### src/logic/irr_pkg.sv
// package: register map, reset values and mode codes for the interrupt router
//
// What this block does
// - size field 00..11 gives 16..64 bytes
// - threshold bytes equal six-bit field plus one
// - threshold events fire when count reaches threshold
// - rx continuous line a: pattern, strength, start
// - rx buffered line a: low, byte, not-empty, start
// - rx packet line a: ready, byte, not-empty
// - rx packet code 11: address match or start
// - rx continuous line b: recovered bit clock always
// - rx buffered line b: low, full, strength, threshold
// - rx packet line b: crc, full, strength, threshold
// - tx continuous line a held low
// - tx buffered/packet line a: threshold or not-empty
// - tx continuous line b: data clock always
// - tx buffered/packet line b: full or tx-stop
// - read-only buffer full status at bit 1
// - read-only buffer not empty status at bit 0
// - frequency one dividers reset 6b, 2a, 1e
// - frequency two dividers reset 77, 2f, 19
// - frequency select picks divider set
`default_nettype none

package irr_pkg;
	localparam logic [7:0] OFS_F1_R     = 8'h06;
	localparam logic [7:0] OFS_F1_P     = 8'h07;
	localparam logic [7:0] OFS_F1_S     = 8'h08;
	localparam logic [7:0] OFS_F2_R     = 8'h09;
	localparam logic [7:0] OFS_F2_P     = 8'h0a;
	localparam logic [7:0] OFS_F2_S     = 8'h0b;
	localparam logic [7:0] OFS_BUF_CFG  = 8'h0c;
	localparam logic [7:0] OFS_IRQ_ROUT = 8'h0d;

	localparam logic [7:0] RST_F1_R     = 8'h6b;
	localparam logic [7:0] RST_F1_P     = 8'h2a;
	localparam logic [7:0] RST_F1_S     = 8'h1e;
	localparam logic [7:0] RST_F2_R     = 8'h77;
	localparam logic [7:0] RST_F2_P     = 8'h2f;
	localparam logic [7:0] RST_F2_S     = 8'h19;
	localparam logic [7:0] RST_BUF_CFG  = 8'h0f;
	localparam logic [7:0] RST_IRQ_ROUT = 8'h00;

	// field positions
	localparam int SIZE_LSB    = 6;
	localparam int RX0_LSB     = 6;
	localparam int RX1_LSB     = 4;
	localparam int TX0_BIT     = 3;
	localparam int TX1_BIT     = 2;
	localparam int FULL_BIT    = 1;
	localparam int NEMPTY_BIT  = 0;
	localparam logic [6:0] SIZE_UNIT = 7'h10;

	// chip mode codes
	localparam logic [2:0] CM_STANDBY = 3'h1;
	localparam logic [2:0] CM_RX      = 3'h3;
	localparam logic [2:0] CM_TX      = 3'h4;
	// data mode codes
	localparam logic [1:0] DM_CONT    = 2'h0;
	localparam logic [1:0] DM_BUF     = 2'h1;

	typedef struct packed {
		logic pattern;
		logic start_detect;
		logic signal_strength_event;
		logic byte_written;
		logic data_ready;
		logic addr_match;
		logic crc_good;
		logic recovered_bit_clock;
		logic tx_stop;
	} irr_events_t;

	typedef struct packed {
		logic [7:0] r;
		logic [7:0] p;
		logic [7:0] s;
	} irr_synth_t;
endpackage : irr_pkg

`default_nettype wire

### src/logic/irr_router.sv
// top: config registers, divider select and host interrupt multiplexer
//
// Added by the designer: the strobed register port.
`default_nettype none

module irr_router (
	input  wire logic                sys_clk,       // 50 MHz clock
	input  wire logic                arst_n,        // async reset, low
	input  wire logic [7:0]          reg_addr,      // register address
	input  wire logic [7:0]          reg_wdata,     // write data
	input  wire logic                reg_wr,        // write strobe
	input  wire logic                reg_rd,        // read strobe
	output logic      [7:0]          reg_rdata,     // read data, next cycle
	input  wire logic [2:0]          chip_mode,     // chip mode code
	input  wire logic [1:0]          data_mode,     // data mode code
	input  wire logic                frequency_select, // 0 set one, 1 two
	input  wire logic                address_compare_enable, // addr cmp on
	input  wire logic [6:0]          fill_count,    // bytes in buffer
	input  wire irr_pkg::irr_events_t events,       // internal sources
	output irr_pkg::irr_synth_t      synth_div,     // active divider set
	output logic [6:0]               buffer_size,   // 16..64 bytes
	output logic [6:0]               thresh_bytes,  // threshold count
	output logic                     buffer_full,   // count at size
	output logic                     buffer_not_empty, // count nonzero
	output logic                     host_int_line_a, // interrupt line 0
	output logic                     host_int_line_b  // interrupt line 1
);
	// =====================================================
	// reset release
	logic rst_s1_r;
	logic rst_n_r;
	always_ff @(posedge sys_clk or negedge arst_n) begin
		if (!arst_n) begin
			rst_s1_r <= 1'b0;
			rst_n_r  <= 1'b0;
		end else begin
			rst_s1_r <= 1'b1;
			rst_n_r  <= rst_s1_r;
		end
	end

	// =====================================================
	// register file
	logic [7:0] regs_r [0:7];
	logic [7:0] regs_nxt [0:7];
	logic [7:0] rdata_r;
	logic [7:0] rdata_nxt;
	// constants only, so the async reset branch loads no net
	localparam logic [7:0] RST_VAL [0:7] = '{
		irr_pkg::RST_F1_R,
		irr_pkg::RST_F1_P,
		irr_pkg::RST_F1_S,
		irr_pkg::RST_F2_R,
		irr_pkg::RST_F2_P,
		irr_pkg::RST_F2_S,
		irr_pkg::RST_BUF_CFG,
		irr_pkg::RST_IRQ_ROUT
	};
	logic [2:0] idx;
	logic       hit;

	logic [7:0] rel;
	assign rel = reg_addr - irr_pkg::OFS_F1_R;
	assign hit = (reg_addr >= irr_pkg::OFS_F1_R)
		&& (reg_addr <= irr_pkg::OFS_IRQ_ROUT);
	assign idx = rel[2:0];

	always_comb begin
		for (int i = 0; i < 8; i++) begin
			regs_nxt[i] = regs_r[i];
		end
		if (reg_wr && hit) begin
			regs_nxt[idx] = reg_wdata;
		end
		// status bits are hardware-owned, never stored
		regs_nxt[7][1:0] = 2'h0;
		rdata_nxt = 8'h00;
		if (reg_rd && hit) begin
			rdata_nxt = regs_r[idx];
			if (idx == 3'h7) begin
				rdata_nxt[irr_pkg::FULL_BIT]   = buffer_full;
				rdata_nxt[irr_pkg::NEMPTY_BIT] = buffer_not_empty;
			end
		end
	end

	genvar g;
	generate
		for (g = 0; g < 8; g++) begin : g_reg
			always_ff @(posedge sys_clk or negedge rst_n_r) begin
				if (!rst_n_r) begin
					regs_r[g] <= RST_VAL[g];
				end else begin
					regs_r[g] <= regs_nxt[g];
				end
			end
		end
	endgenerate

	always_ff @(posedge sys_clk or negedge rst_n_r) begin
		if (!rst_n_r) begin
			rdata_r <= 8'h00;
		end else begin
			rdata_r <= rdata_nxt;
		end
	end
	assign reg_rdata = rdata_r;

	// =====================================================
	// synthesizer divider select
	irr_pkg::irr_synth_t set1;
	irr_pkg::irr_synth_t set2;
	assign set1 = {regs_r[0], regs_r[1], regs_r[2]};
	assign set2 = {regs_r[3], regs_r[4], regs_r[5]};
	assign synth_div = frequency_select ? set2 : set1;

	// =====================================================
	// buffer size and threshold
	logic [1:0] size_code;
	logic [5:0] thr_field;
	logic       thr_event;
	assign size_code = regs_r[6][irr_pkg::SIZE_LSB +: 2];
	assign thr_field = regs_r[6][5:0];
	// (code+1)*16 gives 16,32,48,64
	assign buffer_size = 7'({5'h00, size_code} + 7'h01)
		* irr_pkg::SIZE_UNIT;
	assign thresh_bytes = {1'b0, thr_field} + 7'h01;
	assign thr_event = fill_count >= thresh_bytes;
	assign buffer_full = fill_count >= buffer_size;
	assign buffer_not_empty = fill_count != 7'h00;

	// =====================================================
	// interrupt multiplexer
	logic [1:0] rx0_sel;
	logic [1:0] rx1_sel;
	logic       tx0_sel;
	logic       tx1_sel;
	logic       line_a;
	logic       line_b;
	assign rx0_sel = regs_r[7][irr_pkg::RX0_LSB +: 2];
	assign rx1_sel = regs_r[7][irr_pkg::RX1_LSB +: 2];
	assign tx0_sel = regs_r[7][irr_pkg::TX0_BIT];
	assign tx1_sel = regs_r[7][irr_pkg::TX1_BIT];

	always_comb begin
		line_a = 1'b0;
		line_b = 1'b0;
		case (chip_mode)
			irr_pkg::CM_RX: begin
				case (data_mode)
					irr_pkg::DM_CONT: begin
						case (rx0_sel)
							2'h0: line_a = events.pattern;
							2'h1: line_a = events.signal_strength_event;
							default: line_a = events.start_detect;
						endcase
						line_b = events.recovered_bit_clock;
					end
					irr_pkg::DM_BUF: begin
						case (rx0_sel)
							2'h0: line_a = 1'b0;
							2'h1: line_a = events.byte_written;
							2'h2: line_a = buffer_not_empty;
							default: line_a = events.start_detect;
						endcase
						case (rx1_sel)
							2'h0: line_b = 1'b0;
							2'h1: line_b = buffer_full;
							2'h2: line_b = events.signal_strength_event;
							default: line_b = thr_event;
						endcase
					end
					default: begin
						case (rx0_sel)
							2'h0: line_a = events.data_ready;
							2'h1: line_a = events.byte_written;
							2'h2: line_a = buffer_not_empty;
							default: line_a = address_compare_enable
								? events.addr_match
								: events.start_detect;
						endcase
						case (rx1_sel)
							2'h0: line_b = events.crc_good;
							2'h1: line_b = buffer_full;
							2'h2: line_b = events.signal_strength_event;
							default: line_b = thr_event;
						endcase
					end
				endcase
			end
			irr_pkg::CM_TX: begin
				if (data_mode == irr_pkg::DM_CONT) begin
					line_a = 1'b0;
					line_b = events.recovered_bit_clock;
				end else begin
					line_a = tx0_sel ? buffer_not_empty : thr_event;
					line_b = tx1_sel ? events.tx_stop : buffer_full;
				end
			end
			irr_pkg::CM_STANDBY: begin
				// only the selections that stay valid in standby
				if (data_mode != irr_pkg::DM_CONT) begin
					line_a = (rx0_sel == 2'h2) && buffer_not_empty;
					if (rx1_sel == 2'h3) begin
						line_b = thr_event;
					end else if (rx1_sel == 2'h1
						&& data_mode != irr_pkg::DM_BUF) begin
						line_b = buffer_full;
					end
				end
			end
			default: begin
				line_a = 1'b0;
				line_b = 1'b0;
			end
		endcase
	end
	// combinational so the recovered clock passes with no delay
	assign host_int_line_a = line_a;
	assign host_int_line_b = line_b;

	// =====================================================
	// checks
	AST_READ_TIMING: assert property (@(posedge sys_clk) disable iff (!rst_n_r)
		reg_rd && reg_addr == irr_pkg::OFS_F1_S ##1 1'b1
		|-> reg_rdata == $past(regs_r[2]))
		else $error("divider readback wrong");
	AST_FREQ_SEL: assert property (@(posedge sys_clk) disable iff (!rst_n_r)
		frequency_select |-> synth_div.r == regs_r[3])
		else $error("second divider set not selected");
	AST_SIZE: assert property (@(posedge sys_clk) disable iff (!rst_n_r)
		size_code == 2'h3 |-> buffer_size == 7'd64)
		else $error("buffer size wrong");
	AST_THRESH: assert property (@(posedge sys_clk) disable iff (!rst_n_r)
		fill_count == thresh_bytes |-> thr_event)
		else $error("threshold event missing");
	AST_TX_CONT_A: assert property (@(posedge sys_clk) disable iff (!rst_n_r)
		chip_mode == irr_pkg::CM_TX && data_mode == irr_pkg::DM_CONT
		|-> !host_int_line_a)
		else $error("tx continuous line a not low");
	AST_TX_B: assert property (@(posedge sys_clk) disable iff (!rst_n_r)
		chip_mode == irr_pkg::CM_TX && data_mode != irr_pkg::DM_CONT
		&& tx1_sel |-> host_int_line_b == events.tx_stop)
		else $error("tx line b not tx stop");
	AST_RX_CONT_B: assert property (@(posedge sys_clk) disable iff (!rst_n_r)
		chip_mode == irr_pkg::CM_RX && data_mode == irr_pkg::DM_CONT
		|-> host_int_line_b == events.recovered_bit_clock)
		else $error("rx continuous line b not bit clock");
	AST_STATUS: assert property (@(posedge sys_clk) disable iff (!rst_n_r)
		reg_rd && reg_addr == irr_pkg::OFS_IRQ_ROUT && fill_count == 7'h00
		|=> reg_rdata[0] == 1'b0)
		else $error("not-empty status set on empty buffer");
	AST_SLEEP: assert property (@(posedge sys_clk) disable iff (!rst_n_r)
		chip_mode == 3'h0 |-> !host_int_line_a && !host_int_line_b)
		else $error("lines active in sleep");

	// =====================================================
	// routing checks by selection code, then flag, divider, standby routing, reset and size checks
	logic rx_cont;
	logic rx_buf;
	logic rx_pkt;
	logic tx_fb;
	assign rx_cont = chip_mode == irr_pkg::CM_RX
		&& data_mode == irr_pkg::DM_CONT;
	assign rx_buf = chip_mode == irr_pkg::CM_RX
		&& data_mode == irr_pkg::DM_BUF;
	assign rx_pkt = chip_mode == irr_pkg::CM_RX && data_mode[1];
	assign tx_fb = chip_mode == irr_pkg::CM_TX
		&& data_mode != irr_pkg::DM_CONT;

	AST_RX_CONT_A0: assert property (
		@(posedge sys_clk) disable iff (!rst_n_r)
		rx_cont && rx0_sel == 2'h0 |-> host_int_line_a == events.pattern)
		else $error("rx continuous line a not pattern");
	AST_RX_CONT_A1: assert property (
		@(posedge sys_clk) disable iff (!rst_n_r)
		rx_cont && rx0_sel == 2'h1
		|-> host_int_line_a == events.signal_strength_event)
		else $error("rx continuous line a not strength");
	AST_RX_CONT_A2: assert property (
		@(posedge sys_clk) disable iff (!rst_n_r)
		rx_cont && rx0_sel[1] |-> host_int_line_a == events.start_detect)
		else $error("rx continuous line a not start");
	AST_RX_BUF_A0: assert property (
		@(posedge sys_clk) disable iff (!rst_n_r)
		rx_buf && rx0_sel == 2'h0 |-> !host_int_line_a)
		else $error("rx buffered line a not low");
	AST_RX_BUF_A1: assert property (
		@(posedge sys_clk) disable iff (!rst_n_r)
		rx_buf && rx0_sel == 2'h1 |-> host_int_line_a == events.byte_written)
		else $error("rx buffered line a not byte");
	AST_RX_BUF_A2: assert property (
		@(posedge sys_clk) disable iff (!rst_n_r)
		rx_buf && rx0_sel == 2'h2 |-> host_int_line_a == (fill_count != 0))
		else $error("rx buffered line a not not-empty");
	AST_RX_BUF_A3: assert property (
		@(posedge sys_clk) disable iff (!rst_n_r)
		rx_buf && rx0_sel == 2'h3 |-> host_int_line_a == events.start_detect)
		else $error("rx buffered line a not start");
	AST_RX_PKT_A0: assert property (
		@(posedge sys_clk) disable iff (!rst_n_r)
		rx_pkt && rx0_sel == 2'h0 |-> host_int_line_a == events.data_ready)
		else $error("rx packet line a not ready");
	AST_RX_PKT_A1: assert property (
		@(posedge sys_clk) disable iff (!rst_n_r)
		rx_pkt && rx0_sel == 2'h1 |-> host_int_line_a == events.byte_written)
		else $error("rx packet line a not byte");
	AST_RX_PKT_A2: assert property (
		@(posedge sys_clk) disable iff (!rst_n_r)
		rx_pkt && rx0_sel == 2'h2 |-> host_int_line_a == (fill_count != 0))
		else $error("rx packet line a not not-empty");
	AST_RX_PKT_A3: assert property (
		@(posedge sys_clk) disable iff (!rst_n_r)
		rx_pkt && rx0_sel == 2'h3 && address_compare_enable
		|-> host_int_line_a == events.addr_match)
		else $error("rx packet line a not address match");
	AST_RX_PKT_A3S: assert property (
		@(posedge sys_clk) disable iff (!rst_n_r)
		rx_pkt && rx0_sel == 2'h3 && !address_compare_enable
		|-> host_int_line_a == events.start_detect)
		else $error("rx packet line a not start");
	AST_RX_BUF_B0: assert property (
		@(posedge sys_clk) disable iff (!rst_n_r)
		rx_buf && rx1_sel == 2'h0 |-> !host_int_line_b)
		else $error("rx buffered line b not low");
	AST_RX_BUF_B1: assert property (
		@(posedge sys_clk) disable iff (!rst_n_r)
		rx_buf && rx1_sel == 2'h1 && fill_count >= buffer_size
		|-> host_int_line_b)
		else $error("rx buffered line b not full");
	AST_RX_BUF_B2: assert property (
		@(posedge sys_clk) disable iff (!rst_n_r)
		rx_buf && rx1_sel == 2'h2
		|-> host_int_line_b == events.signal_strength_event)
		else $error("rx buffered line b not strength");
	AST_RX_BUF_B3: assert property (
		@(posedge sys_clk) disable iff (!rst_n_r)
		rx_buf && rx1_sel == 2'h3 && fill_count == thresh_bytes
		|-> host_int_line_b)
		else $error("rx buffered line b not threshold");
	AST_RX_PKT_B0: assert property (
		@(posedge sys_clk) disable iff (!rst_n_r)
		rx_pkt && rx1_sel == 2'h0 |-> host_int_line_b == events.crc_good)
		else $error("rx packet line b not crc");
	AST_RX_PKT_B1: assert property (
		@(posedge sys_clk) disable iff (!rst_n_r)
		rx_pkt && rx1_sel == 2'h1 && fill_count >= buffer_size
		|-> host_int_line_b)
		else $error("rx packet line b not full");
	AST_RX_PKT_B2: assert property (
		@(posedge sys_clk) disable iff (!rst_n_r)
		rx_pkt && rx1_sel == 2'h2
		|-> host_int_line_b == events.signal_strength_event)
		else $error("rx packet line b not strength");
	AST_RX_PKT_B3: assert property (
		@(posedge sys_clk) disable iff (!rst_n_r)
		rx_pkt && rx1_sel == 2'h3 && fill_count < thresh_bytes
		|-> !host_int_line_b)
		else $error("rx packet line b early threshold");
	AST_TX_A_NE: assert property (
		@(posedge sys_clk) disable iff (!rst_n_r)
		tx_fb && tx0_sel |-> host_int_line_a == (fill_count != 0))
		else $error("tx line a not not-empty");
	AST_TX_A_THR: assert property (
		@(posedge sys_clk) disable iff (!rst_n_r)
		tx_fb && !tx0_sel && fill_count == thresh_bytes |-> host_int_line_a)
		else $error("tx line a not threshold");
	AST_TX_CONT_B: assert property (
		@(posedge sys_clk) disable iff (!rst_n_r)
		chip_mode == irr_pkg::CM_TX && data_mode == irr_pkg::DM_CONT
		|-> host_int_line_b == events.recovered_bit_clock)
		else $error("tx continuous line b not clock");
	AST_TX_B_FULL: assert property (
		@(posedge sys_clk) disable iff (!rst_n_r)
		tx_fb && !tx1_sel |-> host_int_line_b == (fill_count >= buffer_size))
		else $error("tx line b not full");
	AST_FULL_FLAG: assert property (
		@(posedge sys_clk) disable iff (!rst_n_r)
		fill_count == buffer_size |-> buffer_full)
		else $error("full flag missing at size");
	AST_EMPTY_FLAG: assert property (
		@(posedge sys_clk) disable iff (!rst_n_r)
		fill_count == 7'h00 |-> !buffer_not_empty)
		else $error("not-empty flag on empty buffer");
	AST_FREQ_SEL1: assert property (
		@(posedge sys_clk) disable iff (!rst_n_r)
		!frequency_select |-> synth_div.s == regs_r[2])
		else $error("first divider set not selected");
	AST_STBY_CONT: assert property (
		@(posedge sys_clk) disable iff (!rst_n_r)
		chip_mode == irr_pkg::CM_STANDBY && data_mode == irr_pkg::DM_CONT
		|-> !host_int_line_a && !host_int_line_b)
		else $error("lines active in standby continuous");
	AST_F1_RESET: assert property (
		@(posedge sys_clk) disable iff (!rst_n_r)
		$rose(rst_n_r) |-> regs_r[0] == irr_pkg::RST_F1_R)
		else $error("first divider reset value wrong");
	AST_F2_RESET: assert property (
		@(posedge sys_clk) disable iff (!rst_n_r)
		$rose(rst_n_r) |-> regs_r[3] == irr_pkg::RST_F2_R)
		else $error("second divider reset value wrong");
	AST_SIZE0: assert property (
		@(posedge sys_clk) disable iff (!rst_n_r)
		size_code == 2'h0 |-> buffer_size == 7'd16)
		else $error("smallest buffer size wrong");
endmodule : irr_router

`default_nettype wire

### config.mk
export PLATFORM = sky130hd
export DESIGN_NAME = irr_router
export DESIGN_NICKNAME = d
export VERILOG_FILES = /design/src/logic/irr_pkg.sv /design/src/logic/irr_router.sv
export SDC_FILE = /design/constraint.sdc
export NUM_CORES = 1
export LEC_CHECK = 0
export BUFFER_PORTS_ARGS = -buffer_cell sky130_fd_sc_hd__clkbuf_2
export CORE_MARGIN = 8
export CORE_UTILIZATION = 40
export CTS_CLUSTER_DIAMETER = 40
export CTS_CLUSTER_SIZE = 14
export DETAILED_ROUTE_END_ITERATION = 10
export PLACE_DENSITY_LB_ADDON = 0.2
export SYNTH_ARGS = -nofsm -noshare
export SYNTH_HDL_FRONTEND = slang
export SYNTH_SLANG_ARGS = --single-unit
### constraint.sdc
create_clock -name sys_clk -period 9.4 [get_ports sys_clk]
set_input_delay 2.82 -clock sys_clk [delete_from_list [all_inputs] [get_ports sys_clk]]
set_output_delay 2.82 -clock sys_clk [all_outputs]
set_load 0.01 [all_outputs]
==> flow_metrics.env <==
export IMPL_outcome="complete, no violations"
export IMPL_first_global_vias=3129
export IMPL_areaGrowthSynthToFinish_pct=18.1
export IMPL_leakage_nw=2.48
export IMPL_place_inst=545
export IMPL_rr_endpoint="reg_rdata[1]"
export IMPL_insertion_delay_ns=0.35
export IMPL_synth_main_ff_cell="dfrtp_1"
export IMPL_viasPerCell=5.34
export IMPL_ctsHoldBuffers=0
export IMPL_hold_violations=0
export IMPL_wirelength_um=10400
export IMPL_grt_pass1_wl_um=16800
export IMPL_comb_power_share=0.138
export IMPL_hold_worst_slack_ns=0.361
export IMPL_startpoint="fill_count[1]"
export IMPL_synth_area_um2=4170
export IMPL_period_share=0.811
export IMPL_cts_tree="built"
export IMPL_synth_top_cells_by_area="dfrtp_1, dfstp_2, mux2_1"
export IMPL_p_total_uw=675
export IMPL_cts_max_level=3
export IMPL_cpMaxStageDelayCell="or4_4"
export IMPL_drt_iter0_drc=210
export IMPL_syn_area_per_cell_um2=12.6
export IMPL_remaining_drc_errors=0
export IMPL_finalMaxSlewViolations=0
export IMPL_grt_max_degree=71
export IMPL_cts_clk_slew_worst_paths_ns=0.07
export IMPL_crit_arrival_ns=4.80
export IMPL_reg2reg_slack_ns=7.40
export IMPL_crit_end="host_int_line_a"
export IMPL_start_util=0.407
export IMPL_firstDrtPassIters=4
export IMPL_synth_adder_area_share=0.0510
export IMPL_antenna_found_initial=0
export IMPL_synth_edff_count=0
export IMPL_path_class="primary input to primary output"
export IMPL_wl_per_cell_um=18.5
export IMPL_yosysTopAreaCellShare=0.252
export IMPL_numPortBuffers=88
export IMPL_pin_count=93
export IMPL_ys_types=42
export IMPL_worstMarginPinSlew_ns=0.880
export IMPL_synth_top_family_by_area="multiplexers"
export IMPL_clk_path_buf_depth=2
export IMPL_stdcell_area_um2=4920
export IMPL_setup_tns_ns=0
export IMPL_worst_slack_ns=1.78
export IMPL_die_w_um=118
export IMPL_crit_chain="clkbuf_2, or4_4, or4_4, mux4_2, or3b_1, nand4_1, clkbuf_2"
export IMPL_muxShareOfSynthArea=0.333
export IMPL_n_antenna_cell=0
export IMPL_r2r_start="regs_r[14]"
export IMPL_rsz0062_at_grt="false"
export IMPL_finalNonFillerCells=561
export IMPL_cp_max_fo=6
export IMPL_placed_area_um2=4720
export IMPL_final_nets=480
export IMPL_drive_above_1_share=0.419
export IMPL_cts_root_buffer="clkbuf_8"
export IMPL_cts_made_buffers=9
export IMPL_power_frac_seq=0.502
export IMPL_yosysWarnings=0
export IMPL_cts_sinks=72
export IMPL_cpPeakStageDelay_ns=0.56
export IMPL_fin_util=0.481
export IMPL_reg2reg_depth=8
export IMPL_track_usage=0.151
export IMPL_power_internal_uw=503
export IMPL_end_kind="primary output"
export IMPL_synthArstFlopShare=1.00
export IMPL_overflow=0
export IMPL_synth_compound_area_share=0.0387
export IMPL_yosys_area_share_simple=0.0916
export IMPL_min_period_ns=7.62
export IMPL_fp_dieArea_um2=13900
export IMPL_switching_power_uw=172
export IMPL_place_ws_ns=1.77
export IMPL_ys_seq_elements=72
export IMPL_peakVddDrop_mv=0.108
export IMPL_slew_headroom=0.414
export IMPL_switching_share=0.255
export IMPL_drv_cap=0
export IMPL_setup_viol=0
export IMPL_power_density_nw_per_um2=137
export IMPL_ant_nets=0
export IMPL_required_ns=6.58
export IMPL_rows=37
export IMPL_synth_top_area_cell="dfrtp_1"
export IMPL_hp_class="register to register"
export IMPL_skew_ns=0.00896
export IMPL_ctsResizeCount=0
export IMPL_vias=2998
export IMPL_core_um2=10200
export IMPL_synth_cells=332
export IMPL_post_cts_buffers=0
export IMPL_die_h_um=118
export IMPL_cp_start_kind="primary input"
export IMPL_dp_hpwl_um=7750
export IMPL_pwr_share_clk=0.360
export IMPL_synth_xor_area_frac=0.00841
export IMPL_fmax_mhz=131
export IMPL_globalplace_congestion=0.835
export IMPL_synth_seq_area_share=0.441
cells in the final DEF, fill, tap and decap left out, types with 2 or more instances in the layout:
cell type  Yosys  layout
and3_1         5       5
or4_4          2       2
xor2_1         3       3
conb_1         2       5
mux2_2        24      24
mux2_1        62      62
a31oi_1        6       6
a21oi_1        5       5
nand2_1       23      23
clkbuf_2       0      88
nand3b_1       2       2
ha_1          17      17
mux4_2        15      15
dfstp_2       30      30
nand3_1        5       5
inv_1         17      17
and3b_1        2       2
mux2i_1        8       8
nor2_1        11      11
nor2b_1        4       4
a2111oi_0      2       2
dfrtp_1       42      41
o21ai_0        8       8
clkbuf_8       0      14
nand4_1        7       7
final cells by class:
| cell class | instances | area [µm²] |
|---|---|---|
| timing repair buffer | 89 | 448 |
| fill | 954 | 5310 |
| clock inverter | 1 | 7.51 |
| clock buffer | 15 | 196 |
| multi-input combinational | 231 | 2200 |
| tap | 136 | 170 |
| inverter | 17 | 63.8 |
| sequential | 72 | 1840 |
synthesized netlist by cell type (5+ instances only):
cell and number:
a21oi_1 5, a31oi_1 6, and3_1 5, clkbuf_1 9
dfrtp_1 42, dfstp_2 30, ha_1 17, inv_1 17
mux2_1 62, mux2_2 24, mux2i_1 8, mux4_2 15
nand2_1 23, nand3_1 5, nand4_1 7, nor2_1 11
o21ai_0 8
critical path: cells and delay by family:
family | cells | cell delay [ns]
buf+inv | 2 | 0.24
mux | 1 | 0.46
simple gates | 4 | 1.28
how the worst min path moves through the flow:
stage,from,to,slack [ns],cells past startpoint
2_1_floorplan,rst_s1_r,rst_n_r,0.33,0
3_3_place_gp,rst_s1_r,rst_n_r,0.34,0
3_5_place_dp,rst_s1_r,rst_n_r,0.35,0
4_1_cts,rst_s1_r,rst_n_r,0.37,0
5_1_grt,rst_s1_r,rst_n_r,0.37,0
6_report,rst_s1_r,rst_n_r,0.36,0
layer usage:
| metal | track usage | wire (µm) | vias to the layer above |
|---|---|---|---|
| met5 | 0 | 0 | - |
| met4 | 0.0512 | 101 | 0 |
| met3 | 0.0470 | 688 | 9 |
| met2 | 0.234 | 4850 | 95 |
| met1 | 0.195 | 4710 | 1503 |
| li1 | - | - | 1391 |
state kept, by name, summed over array words and instances, names as in the netlist:
name / flops
regs_r: 62
reg_rdata: 8
rst_s1_r: 1
rst_n_r: 1
cell families after synthesis:
family,after synthesis
AND/OR/NAND/NOR,70
adder cells (fa/ha/maj),17
other,2
XOR/XNOR,4
AO/OA/AOI/OAI,26
flip-flops,72
buffers and inverters,32
multiplexers,109
power groups by stage:
stage | clock [mW] | combinational [mW] | sequential, mW
after floorplan | 0 | 0.0572 | 0.344
after global placement | 0 | 0.0931 | 0.344
after detailed placement | 0 | 0.0947 | 0.345
after CTS | 0.250 | 0.0950 | 0.339
after global routing | 0.264 | 0.103 | 0.341
final | 0.243 | 0.0930 | 0.339
No activity file was read; power rests on OpenSTA's default activity.
